--- src/logic/tx_link_host_pkg.sv ---
// Constants and helpers shared by the transmit-link host controller
package tx_link_host_pkg;
  // Configuration bus shape
  localparam int CFG_ADDR_W = 8;
  localparam int CFG_DATA_W = 32;
  localparam int OCTET_W = 8;
  localparam int OCTETS_PER_WORD = 4;
  // The configuration reset stays low this many cycles plus one after our own reset releases
  localparam int RST_RELEASE_CYCLES = 4;
  // Sync request: at least five frames plus nine octets
  localparam int SYNC_REQ_FRAMES = 5;
  localparam int SYNC_REQ_OCTETS = 9;
  // Error report: one link cycle or two frame cycles, whichever is longer
  localparam int ERR_LINK_CYCLES = 1;
  localparam int ERR_FRAME_CYCLES = 2;
  // Counter width for link-cycle counts
  localparam int CNT_W = 16;
  // Subclass codes
  localparam logic [1:0] SUBCLASS_0 = 2'h0;
  localparam logic [1:0] SUBCLASS_1 = 2'h1;
  localparam logic [1:0] SUBCLASS_2 = 2'h2;
  // Reset values of driven lines
  localparam logic SYNC_IDLE_LEVEL = 1'b1;
  localparam logic [CFG_DATA_W-1:0] WORD_RESET = 32'h0000_0000;

  // Link cycles (4 octets each) for a sync request, rounded up
  function automatic int sync_req_link_cycles(input int octets_per_frame);
    sync_req_link_cycles = (SYNC_REQ_FRAMES * octets_per_frame + SYNC_REQ_OCTETS
      + OCTETS_PER_WORD - 1) / OCTETS_PER_WORD;
  endfunction : sync_req_link_cycles

  // Link cycles for an error pulse, rounded up, never under one link cycle
  function automatic int err_link_cycles(input int octets_per_frame);
    int frames;
    frames = (ERR_FRAME_CYCLES * octets_per_frame + OCTETS_PER_WORD - 1) / OCTETS_PER_WORD;
    err_link_cycles = (frames > ERR_LINK_CYCLES) ? frames : ERR_LINK_CYCLES;
  endfunction : err_link_cycles

  // Stream-ordered octets (first in bits 7:0) to a big-endian lane word
  function automatic logic [CFG_DATA_W-1:0] pack_big_endian(input logic [CFG_DATA_W-1:0] s);
    pack_big_endian = {s[7:0], s[15:8], s[23:16], s[31:24]};
  endfunction : pack_big_endian
endpackage : tx_link_host_pkg

--- src/logic/cfg_req_if.sv ---
// Request and answer bundle between the controller top and its bus engine
`timescale 1ns/1ps
interface cfg_req_if;
  import tx_link_host_pkg::*;
  logic req_valid;
  logic req_ready;
  logic req_write;
  logic [CFG_ADDR_W-1:0] req_addr;
  logic [CFG_DATA_W-1:0] req_wdata;
  logic rsp_valid;
  logic [CFG_DATA_W-1:0] rsp_rdata;
  logic port_live;

  modport ctrl (output req_valid, req_write, req_addr, req_wdata, port_live,
                input req_ready, rsp_valid, rsp_rdata);
  modport engine (input req_valid, req_write, req_addr, req_wdata, port_live,
                  output req_ready, rsp_valid, rsp_rdata);
endinterface : cfg_req_if

--- src/logic/cfg_bus_master.sv ---
// Word-addressed configuration bus master engine
`timescale 1ns/1ps
module cfg_bus_master
  import tx_link_host_pkg::*;
#(
  parameter bit USE_SELECT = 1'b1
)
(
  // Clock and reset
  input wire logic sys_clk_i,
  input wire logic resetn_i,
  // Command side
  cfg_req_if.engine req,
  // Configuration bus
  output logic cfg_bus_select_o,
  output logic [CFG_ADDR_W-1:0] cfg_bus_word_addr_o,
  output logic [CFG_DATA_W-1:0] cfg_bus_wr_word_o,
  output logic cfg_bus_rd_strobe_o,
  output logic cfg_bus_wr_strobe_o,
  input wire logic [CFG_DATA_W-1:0] cfg_bus_rd_word_i,
  input wire logic cfg_bus_stall_i
);
  typedef enum logic {ST_IDLE, ST_ACCESS} bus_state_t;
  bus_state_t state;
  logic write_pending;

  ////////////////////////////////////////////////////////////////////////////
  // Ready only when idle and the port is out of reset
  assign req.req_ready = (state == ST_IDLE) && req.port_live;

  // Access sequencer; strobes stand until the slave stops stalling
  always_ff @(posedge sys_clk_i)
  begin
    if (!resetn_i)
    begin
      state <= ST_IDLE;
      write_pending <= 1'b0;
      cfg_bus_rd_strobe_o <= 1'b0;
      cfg_bus_wr_strobe_o <= 1'b0;
      cfg_bus_word_addr_o <= '0;
      cfg_bus_wr_word_o <= WORD_RESET;
    end
    else
    begin
      case (state)
        ST_IDLE:
        begin
          if (req.req_valid && req.req_ready)
          begin
            cfg_bus_word_addr_o <= req.req_addr; // Word index, no byte offset [RULE6]
            cfg_bus_wr_word_o <= req.req_wdata; // Full 32-bit word [RULE7]
            cfg_bus_wr_strobe_o <= req.req_write; // Active-high strobes [RULE8]
            cfg_bus_rd_strobe_o <= !req.req_write; // [RULE8]
            write_pending <= req.req_write;
            state <= ST_ACCESS;
          end
        end
        ST_ACCESS:
        begin
          // The slave never stalls, but a stall is still honoured [RULE9]
          if (!cfg_bus_stall_i)
          begin
            cfg_bus_rd_strobe_o <= 1'b0;
            cfg_bus_wr_strobe_o <= 1'b0;
            state <= ST_IDLE;
          end
        end
        default: state <= ST_IDLE;
      endcase
    end
  end

  // Select qualifies each strobe, or stands high when not used [RULE4] [RULE5]
  always_ff @(posedge sys_clk_i)
  begin
    if (!resetn_i)
      cfg_bus_select_o <= !USE_SELECT;
    else if (!USE_SELECT)
      cfg_bus_select_o <= 1'b1; // [RULE5]
    else if (state == ST_IDLE)
      cfg_bus_select_o <= req.req_valid && req.req_ready;
    else if (!cfg_bus_stall_i)
      cfg_bus_select_o <= 1'b0;
  end

  // Read data is valid in the access cycle itself, so capture it there [RULE9]
  always_ff @(posedge sys_clk_i)
  begin
    if (!resetn_i)
    begin
      req.rsp_valid <= 1'b0;
      req.rsp_rdata <= WORD_RESET;
    end
    else
    begin
      req.rsp_valid <= (state == ST_ACCESS) && !cfg_bus_stall_i;
      if ((state == ST_ACCESS) && !cfg_bus_stall_i && !write_pending)
        req.rsp_rdata <= cfg_bus_rd_word_i;
    end
  end
endmodule : cfg_bus_master

--- src/logic/tx_link_host.sv ---
// Host controller for the transmit-link core: config bus, SYSREF, sync lines, lane data
// Operation
// RULE1: Device config port runs on its own clock, 75 to 125 MHz. Here it shares sys_clk_i, which the bench runs at 40 MHz.
// RULE2: Config reset may assert at once; its release follows the config clock.
// RULE3: No register access before the config reset has been released.
// RULE4: Device ignores bus inputs unless select is high; select qualifies access.
// RULE5: Without a select on the host bus, hold select at one.
// RULE6: Address is an 8-bit word index, one step per 32-bit word.
// RULE7: Write and read data are both 32 bits wide.
// RULE8: Active-high read strobe requests a read, write strobe a write.
// RULE9: Device never stalls and returns read data in the access cycle.
// RULE10: SYSREF is used only in subclass 1; otherwise it is held at zero.
// RULE11: Low sync line means either sync request or error report.
// RULE12: Sync request holds sync low for five frames plus nine octets.
// RULE13: Error pulse lasts one link cycle or two frame cycles, longer wins.
// RULE14: Device clean sync output goes low for requests, not for error reports.
// RULE15: Device clean sync output also goes low on software sync start.
// RULE16: Subclass 0 combines all links' clean sync outputs into multidevice sync.
// RULE17: Subclass 1 or single link feeds each clean sync straight back.
// RULE18: Device start-of-multiframe flag bit 3 marks octet 31:24, bit 0 octet 7:0.
// RULE19: Lane words are big-endian, lane 0 in the lowest 32 bits.
// RULE20: Device synchronises sync inputs and crosses config values safely.
`timescale 1ns/1ps
module tx_link_host
  import tx_link_host_pkg::*;
#(
  parameter int NUM_LINKS = 1,
  parameter int NUM_LANES = 1,
  parameter int OCTETS_PER_FRAME = 1,
  parameter int LINK_DIV = 1,
  parameter bit USE_SELECT = 1'b1
)
(
  // Clock and reset
  input wire logic sys_clk_i,
  input wire logic resetn_i,
  // Command port
  input wire logic cmd_valid_i,
  input wire logic cmd_write_i,
  input wire logic [tx_link_host_pkg::CFG_ADDR_W-1:0] cmd_addr_i,
  input wire logic [tx_link_host_pkg::CFG_DATA_W-1:0] cmd_wdata_i,
  output logic cmd_ready_o,
  output logic rsp_valid_o,
  output logic [tx_link_host_pkg::CFG_DATA_W-1:0] rsp_rdata_o,
  // Configuration bus toward the device
  output logic cfg_bus_reset_low_o,
  output logic cfg_bus_select_o,
  output logic [tx_link_host_pkg::CFG_ADDR_W-1:0] cfg_bus_word_addr_o,
  output logic [tx_link_host_pkg::CFG_DATA_W-1:0] cfg_bus_wr_word_o,
  output logic cfg_bus_rd_strobe_o,
  output logic cfg_bus_wr_strobe_o,
  input wire logic [tx_link_host_pkg::CFG_DATA_W-1:0] cfg_bus_rd_word_i,
  input wire logic cfg_bus_stall_i,
  // Link control
  input wire logic [1:0] subclass_i,
  input wire logic sysref_i,
  output logic sysref_o,
  input wire logic sync_req_i,
  input wire logic err_report_i,
  output logic sync_low_o,
  output logic sync_busy_o,
  // Multidevice sync
  input wire logic [NUM_LINKS-1:0] dev_sync_low_i,
  output logic [NUM_LINKS-1:0] mdev_sync_low_o,
  // Lane data
  input wire logic [NUM_LANES*tx_link_host_pkg::CFG_DATA_W-1:0] lane_stream_i,
  output logic [NUM_LANES*tx_link_host_pkg::CFG_DATA_W-1:0] lane_octet_words_o
);
  localparam int SYNC_REQ_CYC = sync_req_link_cycles(OCTETS_PER_FRAME);
  localparam int ERR_CYC = err_link_cycles(OCTETS_PER_FRAME);

  // Refuse shapes the counters cannot serve
  initial
  begin
    if (NUM_LINKS < 1 || NUM_LANES < 1 || LINK_DIV < 1 || LINK_DIV > 255)
      $error("tx_link_host: bad link, lane or divider parameter");
    if (OCTETS_PER_FRAME < 1 || SYNC_REQ_CYC >= (1 << CNT_W))
      $error("tx_link_host: octets per frame out of range");
  end

  typedef enum logic [1:0] {SY_IDLE, SY_REQUEST, SY_ERROR} sync_state_t;

  cfg_req_if req_bus ();
  logic [2:0] release_cnt;
  logic [7:0] div_cnt;
  logic link_en;
  sync_state_t sync_state;
  logic [CNT_W-1:0] sync_cnt;
  logic mdev_all_low;

  ////////////////////////////////////////////////////////////////////////////
  // Configuration reset: drops with our reset, releases on a clock edge [RULE2]
  always_ff @(posedge sys_clk_i)
  begin
    if (!resetn_i)
    begin
      release_cnt <= '0;
      cfg_bus_reset_low_o <= 1'b0;
    end
    else if (release_cnt != 3'(RST_RELEASE_CYCLES))
      release_cnt <= release_cnt + 3'h1;
    else
      cfg_bus_reset_low_o <= 1'b1; // [RULE2]
  end

  // Commands pass only once the port is out of reset [RULE3]
  assign req_bus.port_live = cfg_bus_reset_low_o; // [RULE3]
  assign req_bus.req_valid = cmd_valid_i;
  assign req_bus.req_write = cmd_write_i;
  assign req_bus.req_addr = cmd_addr_i;
  assign req_bus.req_wdata = cmd_wdata_i;

  // Ready is registered a cycle behind the engine's own ready, which alone decides when a command is taken
  always_ff @(posedge sys_clk_i)
  begin
    if (!resetn_i)
      cmd_ready_o <= 1'b0;
    else
      cmd_ready_o <= req_bus.req_ready && !(cmd_valid_i && cmd_ready_o);
  end

  // Answer mirrors the engine by one register stage
  always_ff @(posedge sys_clk_i)
  begin
    if (!resetn_i)
    begin
      rsp_valid_o <= 1'b0;
      rsp_rdata_o <= WORD_RESET;
    end
    else
    begin
      rsp_valid_o <= req_bus.rsp_valid;
      rsp_rdata_o <= req_bus.rsp_rdata;
    end
  end

  cfg_bus_master #(
    .USE_SELECT(USE_SELECT)
  ) u_master (
    .sys_clk_i(sys_clk_i),
    .resetn_i(resetn_i),
    .req(req_bus.engine),
    .cfg_bus_select_o(cfg_bus_select_o),
    .cfg_bus_word_addr_o(cfg_bus_word_addr_o),
    .cfg_bus_wr_word_o(cfg_bus_wr_word_o),
    .cfg_bus_rd_strobe_o(cfg_bus_rd_strobe_o),
    .cfg_bus_wr_strobe_o(cfg_bus_wr_strobe_o),
    .cfg_bus_rd_word_i(cfg_bus_rd_word_i),
    .cfg_bus_stall_i(cfg_bus_stall_i)
  );

  ////////////////////////////////////////////////////////////////////////////
  // SYSREF passes only in subclass 1, else held low [RULE10]
  always_ff @(posedge sys_clk_i)
  begin
    if (!resetn_i)
      sysref_o <= 1'b0;
    else
      sysref_o <= (subclass_i == SUBCLASS_1) && sysref_i; // [RULE10]
  end

  ////////////////////////////////////////////////////////////////////////////
  // Link-cycle enable; durations count link cycles, not system cycles
  assign link_en = (div_cnt == 8'(LINK_DIV - 1));

  always_ff @(posedge sys_clk_i)
  begin
    if (!resetn_i || link_en)
      div_cnt <= '0;
    else
      div_cnt <= div_cnt + 8'h01;
  end

  // Sync line shaper: long low for a request, short low for an error [RULE11]
  // A request wins if both arrive together, since it also resyncs the link
  always_ff @(posedge sys_clk_i)
  begin
    if (!resetn_i)
    begin
      sync_state <= SY_IDLE;
      sync_cnt <= '0;
      sync_low_o <= SYNC_IDLE_LEVEL;
      sync_busy_o <= 1'b0;
    end
    else
    begin
      case (sync_state)
        SY_IDLE:
        begin
          if (sync_req_i)
          begin
            sync_cnt <= CNT_W'(SYNC_REQ_CYC - 1); // Five frames plus nine octets [RULE12]
            sync_low_o <= 1'b0;
            sync_busy_o <= 1'b1;
            sync_state <= SY_REQUEST;
          end
          else if (err_report_i)
          begin
            sync_cnt <= CNT_W'(ERR_CYC - 1); // Longer of the two minimums [RULE13]
            sync_low_o <= 1'b0;
            sync_busy_o <= 1'b1;
            sync_state <= SY_ERROR;
          end
        end
        SY_REQUEST, SY_ERROR:
        begin
          if (link_en)
          begin
            if (sync_cnt == '0)
            begin
              sync_low_o <= SYNC_IDLE_LEVEL; // [RULE12] [RULE13]
              sync_busy_o <= 1'b0;
              sync_state <= SY_IDLE;
            end
            else
              sync_cnt <= sync_cnt - CNT_W'(1);
          end
        end
        default: sync_state <= SY_IDLE;
      endcase
    end
  end

  ////////////////////////////////////////////////////////////////////////////
  // Multidevice sync: any link low pulls all low in subclass 0 [RULE16]
  assign mdev_all_low = !(&dev_sync_low_i);

  generate
    for (genvar k = 0; k < NUM_LINKS; k++)
    begin : g_mdev
      // Subclass 1 and other modes loop each link back to itself [RULE17]
      always_ff @(posedge sys_clk_i)
      begin
        if (!resetn_i)
          mdev_sync_low_o[k] <= SYNC_IDLE_LEVEL;
        else if (subclass_i == SUBCLASS_0)
          mdev_sync_low_o[k] <= !mdev_all_low; // [RULE16]
        else
          mdev_sync_low_o[k] <= dev_sync_low_i[k]; // [RULE17]
      end
    end
  endgenerate

  ////////////////////////////////////////////////////////////////////////////
  // Lane packing: first octet to bits 31:24, lane 0 lowest [RULE19]
  generate
    for (genvar l = 0; l < NUM_LANES; l++)
    begin : g_lane
      always_ff @(posedge sys_clk_i)
      begin
        if (!resetn_i)
          lane_octet_words_o[l*CFG_DATA_W +: CFG_DATA_W] <= WORD_RESET;
        else
          lane_octet_words_o[l*CFG_DATA_W +: CFG_DATA_W] <=
            pack_big_endian(lane_stream_i[l*CFG_DATA_W +: CFG_DATA_W]); // [RULE19]
      end
    end
  endgenerate
endmodule : tx_link_host

--- config.mk ---
export PLATFORM = sky130hd
export DESIGN_NAME = tx_link_host
export DESIGN_NICKNAME = d
export VERILOG_FILES = /design/src/logic/tx_link_host_pkg.sv /design/src/logic/cfg_req_if.sv /design/src/logic/cfg_bus_master.sv /design/src/logic/tx_link_host.sv
export SDC_FILE = /design/constraint.sdc
export NUM_CORES = 1
export LEC_CHECK = 0
export BUFFER_PORTS_ARGS = -buffer_cell sky130_fd_sc_hd__buf_2
export CORE_ASPECT_RATIO = 0.9
export CORE_UTILIZATION = 40
export DETAILED_ROUTE_END_ITERATION = 12
export PLACE_DENSITY = 0.71
export SKIP_LAST_GASP = 1
export SYNTH_ARGS = -nofsm -noshare
export SYNTH_HDL_FRONTEND = slang
export SYNTH_HIERARCHICAL = 1
export SYNTH_SLANG_ARGS = --single-unit
--- constraint.sdc ---
create_clock -name sys_clk_i -period 3.2 [get_ports sys_clk_i]
set_input_delay 0.32 -clock sys_clk_i [delete_from_list [all_inputs] [get_ports sys_clk_i]]
set_output_delay 0.32 -clock sys_clk_i [all_outputs]
set_load 0.02 [all_outputs]
==> results.md <==
* Share of cells above drive strength 1 at 33.52%
* Initial antenna violation count at 1
* Vias in the first global route at 4555
* Slew HR at 38.71%
* Top Ports at 229
* Hold buffers post-CTS at 0
* Clock Skews at 9.797 ps
* Top FF cell, synth: dfxtp_1
* Area Growth Syn to Fin at 26.92%
* Clock sinks at 178
* Mux cell area share after synthesis at 0.1757%
* Top cell type's share of synthesized area at 55.60%
* Full die area at 16530 µm²
* Total CTS buffers at 17
* Cells after Synth at 674
* RSZ-0062 raised after global routing: no
* DPL Wire Length at 9.275 mm
* Drt total wl at 13.50 mm
* Worst-path cell chain: inv_1 -> ha_1 -> or3b_1 -> o2111a_1 -> a21oi_4 -> or4b_1 -> a21oi_1
* WL/cell at 12.37 µm
* Final #Nets at 998
* Pre-CTS setup slack at 985.8 ps
* Crit Path Class: flop to flop
* Synthesized cell area at 6409 µm²
* Die width at 135.4 µm
* Number of remaining DRC errors at 0
* HP Class: primary input to flop
* Leakage at 3.728 nW
* Synth cell count leaders: 178 x dfxtp_1, 88 x nand2_1, 80 x nand3_1, 65 x and2_1, 48 x o21ai_0
* Area leader, netlist: dfxtp_1
* Post-CTS setup buffer count at 0
* Netlist cell types at 55
* Post-Synth Adder-Cell Area at 1.171%
* Worst setup margin at 972.2 ps
* Final TNS setup at 0 ps
* Routability Congestion at 0.8132
* Total grt overflow at 0
* CTS root buf: clkbuf_16
* FF+latch count, synth at 178
* Avg Cell Area, Syn at 9.508 µm²
* Number of flops mapped to enable cells by yosys at 0
* Vias per inst at 4.683
* Rows at 43
* Pwr Total at 5.592 mW
* Xor/xnor cell area share of the yosys netlist at 1.093%
* Aggregate global-route resource usage at 16.47%
* Final hold vios at 0
* Sequential cell fraction of total power at 43.9%
* Vias post-DR at 5114
* Core Region at 15550 µm²
* Mapped Nets at 795
* Main combinational cell family by area after synthesis: simple AND/OR/NAND/NOR gates
* VDD IR max at 0.0004656 V
* Die span in y at 122.1 µm
* DP Area at 7582 µm²
* Internal power at 3.893 mW
* 1st-iter DRT viols at 225
* Pre-antenna DRT Iters at 4
* Layout Cell Area excl Fill at 8134 µm²
* Most frequent cell after synthesis: dfxtp_1
* Max-cap violations at 0
* Sw frac at 30.37%
* Crit-path max FO at 28
* Top cells by area, synth: dfxtp_1 56%, and2_1 6.3%, nand3_1 6.2%
* Final Max Slew Viols at 0
* IO Port Bufs at 228
* Hold_ws at 82.18 ps
* P per Cell Area at 687.4 nW/µm²
* Async SR Flop Fraction at 0%
* Comb power frac at 21.7%
* CP required at 3470 ps
* Min Tclk post-route at 2228 ps
* Clock power frac at 34.3%
* CTS tree: done
* Global-route wire length before repair at 21.47 mm
* Hold Path Cell Cnt at 2
* Reg2reg path depth at 7
* Synth Area in Compound Gates at 12.51%
* Starting Density at 41.22%
* Period Utilization, post-route at 69.62%
* Seq/Total Area, Yosys at 55.60%
* Worst-path clk slew at 70 ps
* CP endpoint kind: flop
* Largest net degree at the start of global routing at 151
* Outcome: complete, no violations
* Critical path data arrival time at 2500 ps
* H-tree depth at 4
* Yosys warns at 6
* Switch Pwr at 1.698 mW
* Crit-path max cell delay at 530 ps
* Remaining antenna violation count at 0
* Final setup fails at 0
* Cts repair resizes at 0
* Crit start category: flop
* Peak Freq at 0.4489 GHz
* CP max stage cell: a21oi_4
* Worst-Skew Late Latency at 420 ps
* Clock Tree Buf Depth at 2
* Worst-Margin Slew at 919.3 ps
* Post-Synth Simple-Gate Area at 24.74%
==> sequential cells by signal, indices dropped and copies added, names as in the netlist <==
signal / cells
sync_busy_o: 1
u_master/req.rsp_valid: 1
u_master/cfg_bus_select_o: 1
div_cnt: 8
u_master/cfg_bus_wr_word_o: 32
u_master/cfg_bus_rd_strobe_o: 1
lane_octet_words_o: 32
sync_cnt: 16
cfg_bus_reset_low_o: 1
sync_state: 2
u_master/req.rsp_rdata: 32
rsp_valid_o: 1
u_master/cfg_bus_word_addr_o: 8
cmd_ready_o: 1
sync_low_o: 1
rsp_rdata_o: 32
release_cnt: 3
mdev_sync_low_o: 1
u_master/state: 1
u_master/cfg_bus_wr_strobe_o: 1
sysref_o: 1
u_master/write_pending: 1
==> critical path: cells and delay by family, from the launching register on <==
family,cells,cell delay [ps]
flops,1,300
compound gates,3,820
fa+ha+maj,1,250
buf+inv,1,70
simple gates,2,640
==> per-layer routing <==
metal	GRT usage (%)	vias up	part of all wire, %
met5	0	-	0
met1	20.07	2233	46
met3	6.450	13	8.2
met2	25.67	168	45
li1	-	2700	-
met4	7.233	0	1.3
==> cell type report <==
| class | count | area, µm² |
|---|---|---|
| Fill cell | 1462 | 7415 |
| Sequential cell | 178 | 3563 |
| Multi-Input combinational cell | 438 | 2546 |
| Timing Repair Buffer | 230 | 1175 |
| Clock buffer | 22 | 474.2 |
| Tap cell | 202 | 252.7 |
| Clock inverter | 9 | 75.07 |
| Inverter | 12 | 45.04 |
| Antenna cell | 1 | 2.502 |
==> stage by stage <==
step | std cells | utilization (%)
after floorplan | 674 | -
after global routing | 1092 | 52.31
after CTS | 1091 | 52.30
final | 1092 | 52.31
after global placement | 1060 | 48.76
after detailed placement | 1060 | 48.76
==> placed cells by master, fill, tap and decap left out, types with 6 or more instances in the layout <==
cell       count
nand2_1       88
nand3_1       80
o21ai_1        6
a21oi_1       18
nor2_1        18
inv_1         12
o21ai_0       48
and2_1        65
buf_2        227
dfxtp_1      178
or4_1          7
ha_1           6
or3_1          6
o21ai_2       27
clkbuf_16     17
==> power by group through the flow <==
| stage | logic, mW | registers, mW | clock network (mW) |
|---|---|---|---|
| 6_report | 1.22 | 2.46 | 1.92 |
| 5_1_grt | 1.34 | 2.47 | 2.07 |
| 4_1_cts | 1.22 | 2.45 | 1.99 |
| 3_5_place_dp | 1.21 | 2.50 | 0 |
| 3_3_place_gp | 1.19 | 2.50 | 0 |
| 2_1_floorplan | 0.930 | 2.54 | 0 |
==> path summary, 6_finish.rpt <==
check / slack, ps / end / startpoint
max reg2reg: 970 / sync_cnt[7]$_SDFFE_PN0P_ / sync_state[0]$_SDFFE_PN0P_
min: 80 / mdev_sync_low_o$_SDFF_PN1_ / dev_sync_low_i
min reg2reg: 440 / cmd_ready_o$_SDFF_PN0_ / cmd_ready_o$_SDFF_PN0_
max: 970 / sync_cnt[7]$_SDFFE_PN0P_ / sync_state[0]$_SDFFE_PN0P_
==> cells by family after synthesis <==
kind of cell | after synthesis
XOR/XNOR | 8
AND/OR/NAND/NOR | 300
AO/OA/AOI/OAI | 123
flip-flops | 178
buffers and inverters | 58
multiplexers | 1
adder cells (fa/ha/maj) | 6
(Power assumes the default switching activity.)
